===== src/design/intc_pkg.sv =====
package intc_pkg;

  // ***************************************************************
  // register map
  // ***************************************************************
  localparam logic [7:0] REQ_LOW_ADDR    = 8'h00ED;  // request_flags_low
  localparam logic [7:0] TIMER_SRC_ADDR  = 8'h00EE;  // timer_source_flags
  localparam logic [7:0] PERIPH_SRC_ADDR = 8'h00EF;  // peripheral_source_flags
  localparam logic [7:0] ENABLE_LOW_ADDR = 8'h00EB;  // per-source enables, low group
  localparam logic [7:0] REG_RESET       = 8'h0000;  // every flag register clears to zero

  // ***************************************************************
  // field layout
  // ***************************************************************
  localparam logic [7:0] REQ_LOW_MASK    = 8'h00FD;  // bit 1 unused
  localparam logic [7:0] PERIPH_SRC_MASK = 8'h0083;  // bits 6..2 unused
  localparam int         BIT_TWO_WIRE    = 7;
  localparam int         BIT_UART_RX     = 1;
  localparam int         BIT_UART_TX     = 0;

  // ***************************************************************
  // vector table, lowest priority bit first
  // ***************************************************************
  localparam logic [15:0] VEC_BASE  = 16'hFFE0;  // basic timer entry
  localparam logic [15:0] VEC_NMI   = 16'hFFFE;  // non-maskable entry
  localparam logic [7:0]  PSW_IFLAG = 8'h0004;   // master enable bit mask

  // ***************************************************************
  // timing
  // ***************************************************************
  localparam int CLK_PERIOD_NS    = 100;
  localparam int ACCEPT_CYCLES    = 8;  // in main oscillator cycles
  localparam logic [3:0] ACCEPT_LAST = 4'(ACCEPT_CYCLES - 1);

  // acceptance sequencer, one state per bus cycle
  typedef enum logic [3:0] {
    ST_IDLE   = 4'b0000,
    ST_UNUSED = 4'b0001,
    ST_PUSH_H = 4'b0010,
    ST_PUSH_L = 4'b0011,
    ST_PUSH_P = 4'b0100,
    ST_VEC_L  = 4'b0101,
    ST_VEC_H  = 4'b0110,
    ST_ENTRY  = 4'b0111,
    ST_FETCH  = 4'b1000
  } accept_state_t;

endpackage : intc_pkg


===== src/design/interrupt_request_and_acceptance.sv =====
// Added by the designer: strobed register access.
`timescale 1ns/1ps
// Overview of operation
// low request flags, seven sources, reset zero
// flag reads pending; writing zero clears
// timer match/overflow seen flags, four timers
// peripheral seen flags: two-wire, uart rx/tx
// seen flags survive vectoring for software
// request latched until accepted or cleared
// acceptance takes eight oscillator cycles
// return instruction ends service, restores state
// acceptance clears master enable flag
// non-maskable acceptance blocks later interrupts
// accepted source flag cleared, others kept
// push pc high, low, status; sp-3
// load vector entry into pc, execute
// bus order: idle, pushes, vector, fetch
// master enable zero blocks all maskables
// software sets enable for nesting
// only status and return address saved
// per-source enable zero blocks source
// higher fixed priority serviced first
// software clears shared uart seen flags
// set beats simultaneous clear
// start only at boundary with enabled request
module interrupt_request_and_acceptance
  import intc_pkg::*;
(
  input  wire logic        core_clk,
  input  wire logic        reset_n,
  input  wire logic        clk_en,
  input  wire logic [7:0]  reg_addr,
  input  wire logic [7:0]  reg_wdata,
  input  wire logic        reg_wr,
  input  wire logic        reg_rd,
  output logic      [7:0]  reg_rdata,
  input  wire logic [7:0]  source_event,
  input  wire logic [7:0]  timer_event,
  input  wire logic [7:0]  periph_event,
  input  wire logic        nmi_event,
  input  wire logic        insn_boundary,
  input  wire logic        iflag,
  input  wire logic        return_from_interrupt_done,
  input  wire logic [15:0] pc_in,
  input  wire logic [7:0]  psw_in,
  input  wire logic [7:0]  sp_in,
  input  wire logic [7:0]  bus_rdata,
  output logic             accept_busy,
  output logic             iflag_clear,
  output logic             bus_wr,
  output logic             bus_rd,
  output logic      [15:0] bus_addr,
  output logic      [7:0]  bus_wdata,
  output logic             sp_dec,
  output logic             pc_load,
  output logic      [15:0] pc_out
);

  // ***************************************************************
  // reset release
  // ***************************************************************
  logic [1:0] rst_sync_q;  // two-stage release
  logic       rst_n;       // synchronised reset

  // release through two flops so all flops leave reset together
  always_ff @(posedge core_clk or negedge reset_n) begin
    if (!reset_n) begin
      rst_sync_q <= 2'b00;
    end else begin
      rst_sync_q <= {rst_sync_q[0], 1'b1};
    end
  end
  assign rst_n = rst_sync_q[1];

  // ***************************************************************
  // registers
  // ***************************************************************
  logic [7:0]    req_low_q;       // pending requests
  logic [7:0]    timer_src_q;     // timer seen flags
  logic [7:0]    periph_src_q;    // peripheral seen flags
  logic [7:0]    enable_low_q;    // per-source enables
  logic          nmi_pend_q;      // pending non-maskable
  logic          nmi_block_q;     // blocks all after nmi
  accept_state_t state_q;         // sequencer state
  logic [2:0]    accept_idx_q;    // accepted source bit
  logic          accept_nmi_q;    // accepting the nmi
  logic [7:0]    entry_low_q;     // fetched entry low byte
  logic [7:0]    entry_high_q;    // fetched entry high byte
  logic [7:0]    clr_mask;        // flag cleared by acceptance
  logic [7:0]    eligible;        // enabled pending sources
  logic          start;           // sequencer launch
  logic [2:0]    win_idx;         // winning source
  logic          wr_req, wr_tim, wr_per, wr_en;

  // pick highest set bit: higher bit means higher priority here
  function automatic logic [2:0] top_bit(input logic [7:0] v);
    logic [2:0] r;
    r = 3'd0;
    for (int i = 0; i < 8; i++) begin
      if (v[i]) begin
        r = 3'(i);
      end
    end
    return r;
  endfunction : top_bit

  // one decode shared by every register write
  function automatic logic hit(input logic [7:0] a, input logic [7:0] b, input logic w);
    return w && (a == b);
  endfunction : hit

  assign wr_req = hit(reg_addr, REQ_LOW_ADDR, reg_wr);
  assign wr_tim = hit(reg_addr, TIMER_SRC_ADDR, reg_wr);
  assign wr_per = hit(reg_addr, PERIPH_SRC_ADDR, reg_wr);
  assign wr_en  = hit(reg_addr, ENABLE_LOW_ADDR, reg_wr);

  // ***************************************************************
  // request flags
  // ***************************************************************
  // acceptance clears only the source it vectors to
  always_comb begin
    clr_mask = 8'h0000;
    if (state_q == ST_UNUSED && !accept_nmi_q) begin
      // clear accepted flag
      clr_mask[accept_idx_q] = 1'b1;
    end
  end

  // low request flags
  always_ff @(posedge core_clk or negedge rst_n) begin
    if (!rst_n) begin
      req_low_q <= REG_RESET;
    end else if (clk_en) begin
      // latched until accepted, written or reset
      // software zero clears; R21 - event wins
      req_low_q <= (((wr_req ? (req_low_q & reg_wdata) : req_low_q) & ~clr_mask)
                    | source_event) & REQ_LOW_MASK;
    end
  end

  // timer seen flags; R5 - only software clears them
  always_ff @(posedge core_clk or negedge rst_n) begin
    if (!rst_n) begin
      timer_src_q <= REG_RESET;
    end else if (clk_en) begin
      // event wins over clear
      timer_src_q <= (wr_tim ? (timer_src_q & reg_wdata) : timer_src_q) | timer_event;
    end
  end

  // peripheral seen flags; R20 - software clears shared uart flags
  always_ff @(posedge core_clk or negedge rst_n) begin
    if (!rst_n) begin
      periph_src_q <= REG_RESET;
    end else if (clk_en) begin
      periph_src_q <= ((wr_per ? (periph_src_q & reg_wdata) : periph_src_q)
                       | periph_event) & PERIPH_SRC_MASK;
    end
  end

  // enables are plain storage, gating acceptance
  always_ff @(posedge core_clk or negedge rst_n) begin
    if (!rst_n) begin
      enable_low_q <= REG_RESET;
    end else if (clk_en && wr_en) begin
      enable_low_q <= reg_wdata & REQ_LOW_MASK;
    end
  end

  // read data stand one cycle after the strobe, unmapped reads zero
  always_ff @(posedge core_clk or negedge rst_n) begin
    if (!rst_n) begin
      reg_rdata <= 8'h0000;
    end else if (clk_en) begin
      reg_rdata <= 8'h0000;
      if (reg_rd) begin
        unique case (reg_addr)
          REQ_LOW_ADDR:    reg_rdata <= req_low_q;
          TIMER_SRC_ADDR:  reg_rdata <= timer_src_q;
          PERIPH_SRC_ADDR: reg_rdata <= periph_src_q;
          ENABLE_LOW_ADDR: reg_rdata <= enable_low_q;
          default:         reg_rdata <= 8'h0000;
        endcase
      end
    end
  end

  // ***************************************************************
  // arbitration
  // ***************************************************************
  // individual enable gates source
  assign eligible = req_low_q & enable_low_q;
  assign win_idx  = top_bit(eligible);
  // master enable zero blocks maskables; R22 - boundary start
  assign start = insn_boundary && (state_q == ST_IDLE) && !nmi_block_q &&
                 (nmi_pend_q || (iflag && (eligible != 8'h0000)));

  // non-maskable request latch and post-accept block
  always_ff @(posedge core_clk or negedge rst_n) begin
    if (!rst_n) begin
      nmi_pend_q  <= 1'b0;
      nmi_block_q <= 1'b0;
    end else if (clk_en) begin
      // a new event beats acceptance clear
      nmi_pend_q <= nmi_event || (nmi_pend_q && !start);
      // nmi blocks all later interrupts until return
      if (start && nmi_pend_q) begin
        nmi_block_q <= 1'b1;
      end else if (return_from_interrupt_done) begin
        // return ends the service
        nmi_block_q <= 1'b0;
      end
    end
  end

  // ***************************************************************
  // acceptance sequencer
  // ***************************************************************
  // eight cycles from launch to the opcode fetch
  always_ff @(posedge core_clk or negedge rst_n) begin
    if (!rst_n) begin
      state_q      <= ST_IDLE;
      accept_idx_q <= 3'd0;
      accept_nmi_q <= 1'b0;
      entry_low_q  <= 8'h0000;
      entry_high_q <= 8'h0000;
    end else if (clk_en) begin
      unique case (state_q)
        ST_IDLE: begin
          if (start) begin
            // nmi first, then highest fixed priority
            state_q      <= ST_UNUSED;
            accept_nmi_q <= nmi_pend_q;
            accept_idx_q <= win_idx;
          end
        end
        // idle cycle, three pushes, vector reads, fetch
        ST_UNUSED: state_q <= ST_PUSH_H;
        ST_PUSH_H: state_q <= ST_PUSH_L;
        ST_PUSH_L: state_q <= ST_PUSH_P;
        ST_PUSH_P: state_q <= ST_VEC_L;
        ST_VEC_L: begin
          // each entry byte is taken in the cycle of its own read
          entry_low_q <= bus_rdata;
          state_q     <= ST_VEC_H;
        end
        ST_VEC_H: begin
          // memory need not hold read data after the read ends
          entry_high_q <= bus_rdata;
          state_q      <= ST_ENTRY;
        end
        ST_ENTRY: state_q <= ST_FETCH;
        ST_FETCH: state_q <= ST_IDLE;
        default:  state_q <= ST_IDLE;
      endcase
    end
  end

  // vector address of the accepted source, two bytes per entry
  logic [15:0] vec_addr;
  always_comb begin
    vec_addr = accept_nmi_q ? VEC_NMI : (VEC_BASE + 16'({12'h0000, accept_idx_q, 1'b0}));
  end

  // bus drive per step; stack sits in page one, hence sp only in low byte
  always_comb begin
    bus_wr    = 1'b0;
    bus_rd    = 1'b0;
    bus_addr  = 16'h0000;
    bus_wdata = 8'h0000;
    sp_dec    = 1'b0;
    pc_load   = 1'b0;
    unique case (state_q)
      // push pc high, low, then status
      // nothing else is saved by hardware
      ST_PUSH_H: begin
        bus_wr = 1'b1; bus_addr = {8'h01, sp_in}; bus_wdata = pc_in[15:8]; sp_dec = 1'b1;
      end
      ST_PUSH_L: begin
        bus_wr = 1'b1; bus_addr = {8'h01, sp_in}; bus_wdata = pc_in[7:0]; sp_dec = 1'b1;
      end
      ST_PUSH_P: begin
        bus_wr = 1'b1; bus_addr = {8'h01, sp_in}; bus_wdata = psw_in; sp_dec = 1'b1;
      end
      // read entry from vector table
      ST_VEC_L: begin
        bus_rd = 1'b1; bus_addr = vec_addr;
      end
      ST_VEC_H: begin
        bus_rd = 1'b1; bus_addr = vec_addr + 16'h0001;
      end
      ST_ENTRY: begin
        pc_load = 1'b1;
      end
      default: begin
      end
    endcase
  end

  // entry address loaded into the program counter
  assign pc_out      = {entry_high_q, entry_low_q};
  assign accept_busy = (state_q != ST_IDLE);
  // master enable cleared on acceptance
  assign iflag_clear = (state_q == ST_UNUSED);

endmodule : interrupt_request_and_acceptance


===== config.mk =====
export PLATFORM = sky130hd
export DESIGN_NAME = interrupt_request_and_acceptance
export DESIGN_NICKNAME = d
export VERILOG_FILES = /design/src/design/intc_pkg.sv /design/src/design/interrupt_request_and_acceptance.sv
export SDC_FILE = /design/constraint.sdc
export NUM_CORES = 1
export LEC_CHECK = 0
export BUFFER_PORTS_ARGS = -buffer_cell sky130_fd_sc_hd__buf_2
export CORE_MARGIN = 2
export CORE_UTILIZATION = 51
export CTS_CLUSTER_SIZE = 8
export DETAILED_ROUTE_END_ITERATION = 8
export GPL_TIMING_DRIVEN = 0
export HOLD_SLACK_MARGIN = 0.06
export PLACE_DENSITY = 0.93
export REMOVE_ABC_BUFFERS = 1
export SLEW_MARGIN = 20
export SYNTH_ARGS = -nofsm -noshare
export SYNTH_HDL_FRONTEND = slang
export SYNTH_SLANG_ARGS = --single-unit

===== constraint.sdc =====
create_clock -name core_clk -period 4.65 [get_ports core_clk]
set_input_delay 0.465 -clock core_clk [delete_from_list [all_inputs] [get_ports core_clk]]
set_output_delay 0.465 -clock core_clk [all_outputs]
set_load 0.01 [all_outputs]

# After elaboration in Yosys (flattened, before gate mapping)
# Cells that the tools add are included.
# W data, S select, Z words.
[word_totals] wordCells=92 inputBits=89 out_inout_bits=54 regBits=61
[classes] n_eq_ne=12 mux=25 add_sub_neg=2 magnitude_cmp=2 bitwise_logic=9 reduce_logical=29
[ops] operator="$pmux W16 S3" count=1
[ops] operator="$and A8 B8 Y8" count=5
[ops] operator="$mux W8" count=5
[ops] operator="$eq A8 B8 Y1 const B" count=4
[ops] operator="$pmux W4 S8" count=1
[ops] operator="$pmux W8 S4" count=1
[ops] operator="$or A8 B8 Y8" count=3
[ops] operator="$pmux W8 S3" count=1
[ops] operator="$mux W3" count=6
[ops] operator="$add A16 B1 Y16 const B" count=1
[ops] operator="$eq A4 B3 Y1 const B" count=4
[ops] operator="$mux W16" count=1
[ops] operator="$logic_and A1 B1 Y1" count=13
[ops] operator="$eq A4 B2 Y1 const B" count=2
[ops] operator="$not A8 Y8" count=1
[ops] operator="$reduce_and A2 Y1" count=4
[ops] operator="$reduce_bool A8 Y1" count=1
[ops] operator="$add A6 B5 Y7 const A" count=1
[ops] operator="$mux W1" count=7
[ops] operator="$eq A4 B1 Y1 const B" count=1
[ops] operator="$logic_not A4 Y1" count=1
[ops] operator="$lt A3 B4 Y1 const B" count=1
[ops] operator="$mux W4" count=1
[ops] operator="$reduce_bool A4 Y1" count=1
[ops] operator="other kinds (9)" count=12

# Longest topological paths before layout
[logic_depth] ltp_word=8 depth_mapped=6 ltp_nobuf=4

# Worst setup path after synthesis
# OpenSTA, ideal clock, no wires.
[synth_timing] path_kind="reg2out" from="reg state_q[0]" to="out bus_addr[3]" path_slack_ns=2.547 path_stages_with_launch=6 n_path_buf=1 t_required_ns=4.185 arrival_ns=1.638 cell_sequence="dfrtp_1 buf_2 or2b_1 a21oi_1 inv_1 o21ai_0"
[synth_via] elab_chain_cells=3 word_cells_on_any_way=7 classes_between="5 x eq/ne; 1 x mux; 1 x reduce/logical"
[synth_rtl] element="from (decl)" line="interrupt_request_and_acceptance.sv:84" text="accept_state_t state_q;"
[synth_rtl] element="from (signal assigned)" line="interrupt_request_and_acceptance.sv:222" text="state_q <= ST_IDLE;"
[synth_rtl] element="from (signal assigned)" line="interrupt_request_and_acceptance.sv:232" text="state_q <= ST_UNUSED;"
[synth_rtl] element="from (signal assigned)" line="interrupt_request_and_acceptance.sv:238" text="ST_UNUSED: state_q <= ST_PUSH_H;"
[synth_rtl] element="$eq A4 B3 Y1 or $eq A4 B2 Y1 (tied branches)" line="interrupt_request_and_acceptance.sv:273" text="unique case (state_q)"
[synth_rtl] element="$reduce_or A3 Y1 (no source line)"
[synth_rtl] element="$pmux W16 S3 (*)" line="interrupt_request_and_acceptance.sv:273"
[synth_rtl] element="to (decl)" line="interrupt_request_and_acceptance.sv:52" text="output logic [15:0] bus_addr,"
# Mark *: on every way between the ends. The rest lies on a longest branch, timed or not.

# Final worst setup path
[layout_timing] from="reg state_q[1]" to="out bus_wdata[5]"
[layout_via] elab_chain_cells=2 word_cells_on_any_way=4 classes_between="3 x eq/ne; 1 x mux"
[layout_rtl] element="$eq A4 B3 Y1 or $eq A4 B2 Y1 (tied branches)" line="interrupt_request_and_acceptance.sv:273"
[layout_rtl] element="$pmux W8 S3 (*)" line="interrupt_request_and_acceptance.sv:273"
[layout_rtl] element="to (decl)" line="interrupt_request_and_acceptance.sv:53" text="output logic [7:0] bus_wdata,"
# Marked as above.

==> metrics.cfg <==
[status]
status = finished clean

[final_layout]
drive_gt1_frac = 0.443
stdcell_area_um2 = 4010
final_common_cell = buf_2
fillers = 464
mostFrequentLayoutCells = buf_2 (136), dfrtp_1 (60), nand2_1 (47)
seqCellArea_um2 = 1530
multi_input_area_um2 = 1450
finalCoreUtilization = 0.677
nNetsFinal = 517
area_delta_synth_final_pct = 28.3
diodes = 0

[worst_hold_path]
hold_path_class = input port to flip-flop

[grt]
grt_pass1_wl_um = 12100
grt_overflow = 0
grt_util_all_layers = 0.238
grt_max_degree = 60
antenna_found_initial = 0
first_global_vias = 2640

[power_and_ir_drop]
power_frac_seq = 0.364
netSwitchingPower_w = 0.000790
p_sw_frac = 0.376
clockPowerShare = 0.224
vdd_drop_max_mv = 0.390
p_leak_nw = 1.98
p_per_area_nw_per_um2 = 524
p_int_w = 0.00131
comb_power_share = 0.412

[die]
ios = 143
coreArea_um2 = 5920
die-area_um2 = 6770
initial_utilization = 0.528
die_w_um = 82.3
die_h_um = 82.3
num_rows = 28

[sta]
setup_tns_ns = 0
relSlewSlack = 0.382
tightest_slew_ns = 0.920
fin_skew_ns = 0.0108
worst_hold_slack_ns = 0.302
hold_violations = 0
rsz0062_at_grt = no
finalCriticalPeriod_ns = 2.80
drv_slew = 0
clock.fmax_ghz = 0.357
finalCritPeriodShare = 0.603
setup_viol = 0

[cts]
cts_root_buffer = clkbuf_8
cts_tree = built
cts.sinks = 61
h-tree-depth = 3
ctsResizeCount = 0
clk_pin_slew_ns = 0.07
numCtsBuffers = 9
clock_latency_ns = 0.35
cts_buffer_depth = 2

[synthesis]
synth_cell_types = 40
synth_cells = 300
yosysSeqAreaShare = 0.488
avgSynthCellArea_um2 = 10.4
yosysWarnings = 0
syn_area_um2 = 3130
ys_seq_elements = 61

[setup_path]
cp.required_ns = 4.18
crit_chain = or2b_1 > nor3_1 > a222oi_1 > inv_1 > buf_2
path_class = flip-flop to primary output
arrival_ns = 2.34
path_max_fanout = 12
slowest_stage = nor3_1
cp-end-kind = primary output
path_buf_inv = 2
max_stage_delay_ns = 0.69
startpoint_type = flip-flop
cp_top_family = simple AND/OR/NAND/NOR gates

[drt]
wl_um = 7900
vias = 2862
ant_nets = 0
drc = 0
wl_per_cell_um = 15.5
drt_iter0_drc = 194
viasPerCell = 5.63
firstDrtPassIters = 6

[place]
dpl.hpwl_um = 5940
place_area_um2 = 3800
portBuffers = 136
globalplace.congestion = 0.856

[run]
cap_violations = 0

sequential cells by signal, indices dropped and copies added, names as in the netlist:
register / cells
entry_high_q: 8
entry_low_q: 8
reg_rdata: 8
timer_src_q: 8
enable_low_q: 7
req_low_q: 7
state_q: 4
accept_idx_q: 3
periph_src_q: 3
rst_sync_q: 2
accept_nmi_q: 1
nmi_block_q: 1
nmi_pend_q: 1
final timing paths:
path | startpoint | end | slack, ns | cells after the start
max | state_q[1] | bus_wdata[5] | 1.85 | 5
min reg2reg | rst_sync_q[0] | rst_sync_q[1] | 0.36 | 0
max in group asynchronous | rst_sync_q[1] | enable_low_q[5] | 3.76 | 0
max reg2reg | state_q[1] | state_q[0] | 2.66 | 4
min in group asynchronous | rst_sync_q[1] | entry_high_q[3] | 0.40 | 0
min | timer_event[3] | timer_src_q[3] | 0.30 | 3
tightest hold or removal path, cell delays in order:
cell     delay, ns
buf_2         0.07
nand2_1       0.04
nand2_1       0.05
power groups by stage:
stage               Sequential, W  Combinational [W]  Clock (W)
floorplan                0.000780           0.000489          0
global placement         0.000764           0.000847          0
detailed placement       0.000772           0.000871          0
finish                   0.000765           0.000865   0.000470
global route             0.000786           0.000953   0.000505
CTS                      0.000765           0.000874   0.000481
repair_timing:
item	4_1_cts	5_1_grt
hold buffers	1	0
setup buffers	0	0
endpoints found under the hold margin	2	0
setup endpoints to repair	0	0
synth_stat cells:
| master | instances | area share |
|---|---|---|
| or3b_2 | 4 | 0.011 |
| or3_1 | 1 | 0.0020 |
| or2b_1 | 1 | 0.0024 |
| a222oi_1 | 8 | 0.026 |
| or2_2 | 1 | 0.0020 |
| a2bb2oi_1 | 4 | 0.011 |
| nor4b_1 | 1 | 0.0028 |
| a22oi_1 | 8 | 0.019 |
| buf_1 | 1 | 0.0012 |
| o2bb2ai_1 | 7 | 0.020 |
| nor2_2 | 1 | 0.0020 |
| a21o_1 | 3 | 0.0072 |
| a32o_1 | 1 | 0.0032 |
| inv_1 | 13 | 0.016 |
| nor2b_1 | 7 | 0.014 |
| nand3_1 | 5 | 0.0080 |
| maj3_1 | 1 | 0.0032 |
| a32oi_1 | 4 | 0.011 |
| a21oi_1 | 6 | 0.0096 |
| dfrtp_1 | 61 | 0.49 |
| a22o_1 | 10 | 0.028 |
| o221ai_1 | 6 | 0.017 |
| nand3b_1 | 2 | 0.0048 |
| nand2b_1 | 3 | 0.0060 |
| nand2_1 | 47 | 0.056 |
| buf_2 | 3 | 0.0048 |
| conb_1 | 1 | 0.0012 |
| o31ai_1 | 3 | 0.0072 |
| and4_1 | 1 | 0.0028 |
| and3_1 | 2 | 0.0040 |
| o21ai_0 | 17 | 0.027 |
| nor3_1 | 3 | 0.0048 |
| nand4_1 | 5 | 0.010 |
| nor3_4 | 1 | 0.0052 |
| or4_4 | 1 | 0.0036 |
| mux2_2 | 31 | 0.11 |
| nor2_1 | 7 | 0.0084 |
| and4b_1 | 3 | 0.0096 |
| clkbuf_1 | 9 | 0.011 |
| buf_4 | 7 | 0.017 |
logic make-up (layout without fill, tap and decap cells):
kind of cell,after synthesis,in the layout,synth area share
and+or+nand+nor,96,96,0.160
DFF,61,61,0.488
AOI/OAI and AO/OA,77,77,0.186
buffers and inverters,33,166,0.0492
muxes,31,31,0.112
adders and majority gates,1,1,0.00320
other,1,1,0.00120
per-layer routing:
layer  routed length, um  global-route usage  vias up
met3                 553              0.0761       10
met2                4090               0.410       95
met4                  82               0.102        0
met5                   0                   0        -
li1                    -                   -     1363
met1                3170               0.270     1394
per-stage QoR:
stage          power, W  instances  worst slack (ns)
2_1_floorplan   0.00127        280              2.34
3_3_place_gp    0.00161        491              2.23
3_5_place_dp    0.00164        491              2.32
4_1_cts         0.00212        508              1.92
5_1_grt         0.00224        508              1.76
6_report        0.00210        508              1.85
area by class of cell:
cell class                 count  share of cell area
inverter                      13              0.0122
clock inverter                 6              0.0156
sequential                    61               0.382
tap                           75              0.0234
multi-input combinational    206               0.360
clock buffer                  10              0.0343
timing repair buffer         137               0.172
Power figures use the tool's default switching activity.
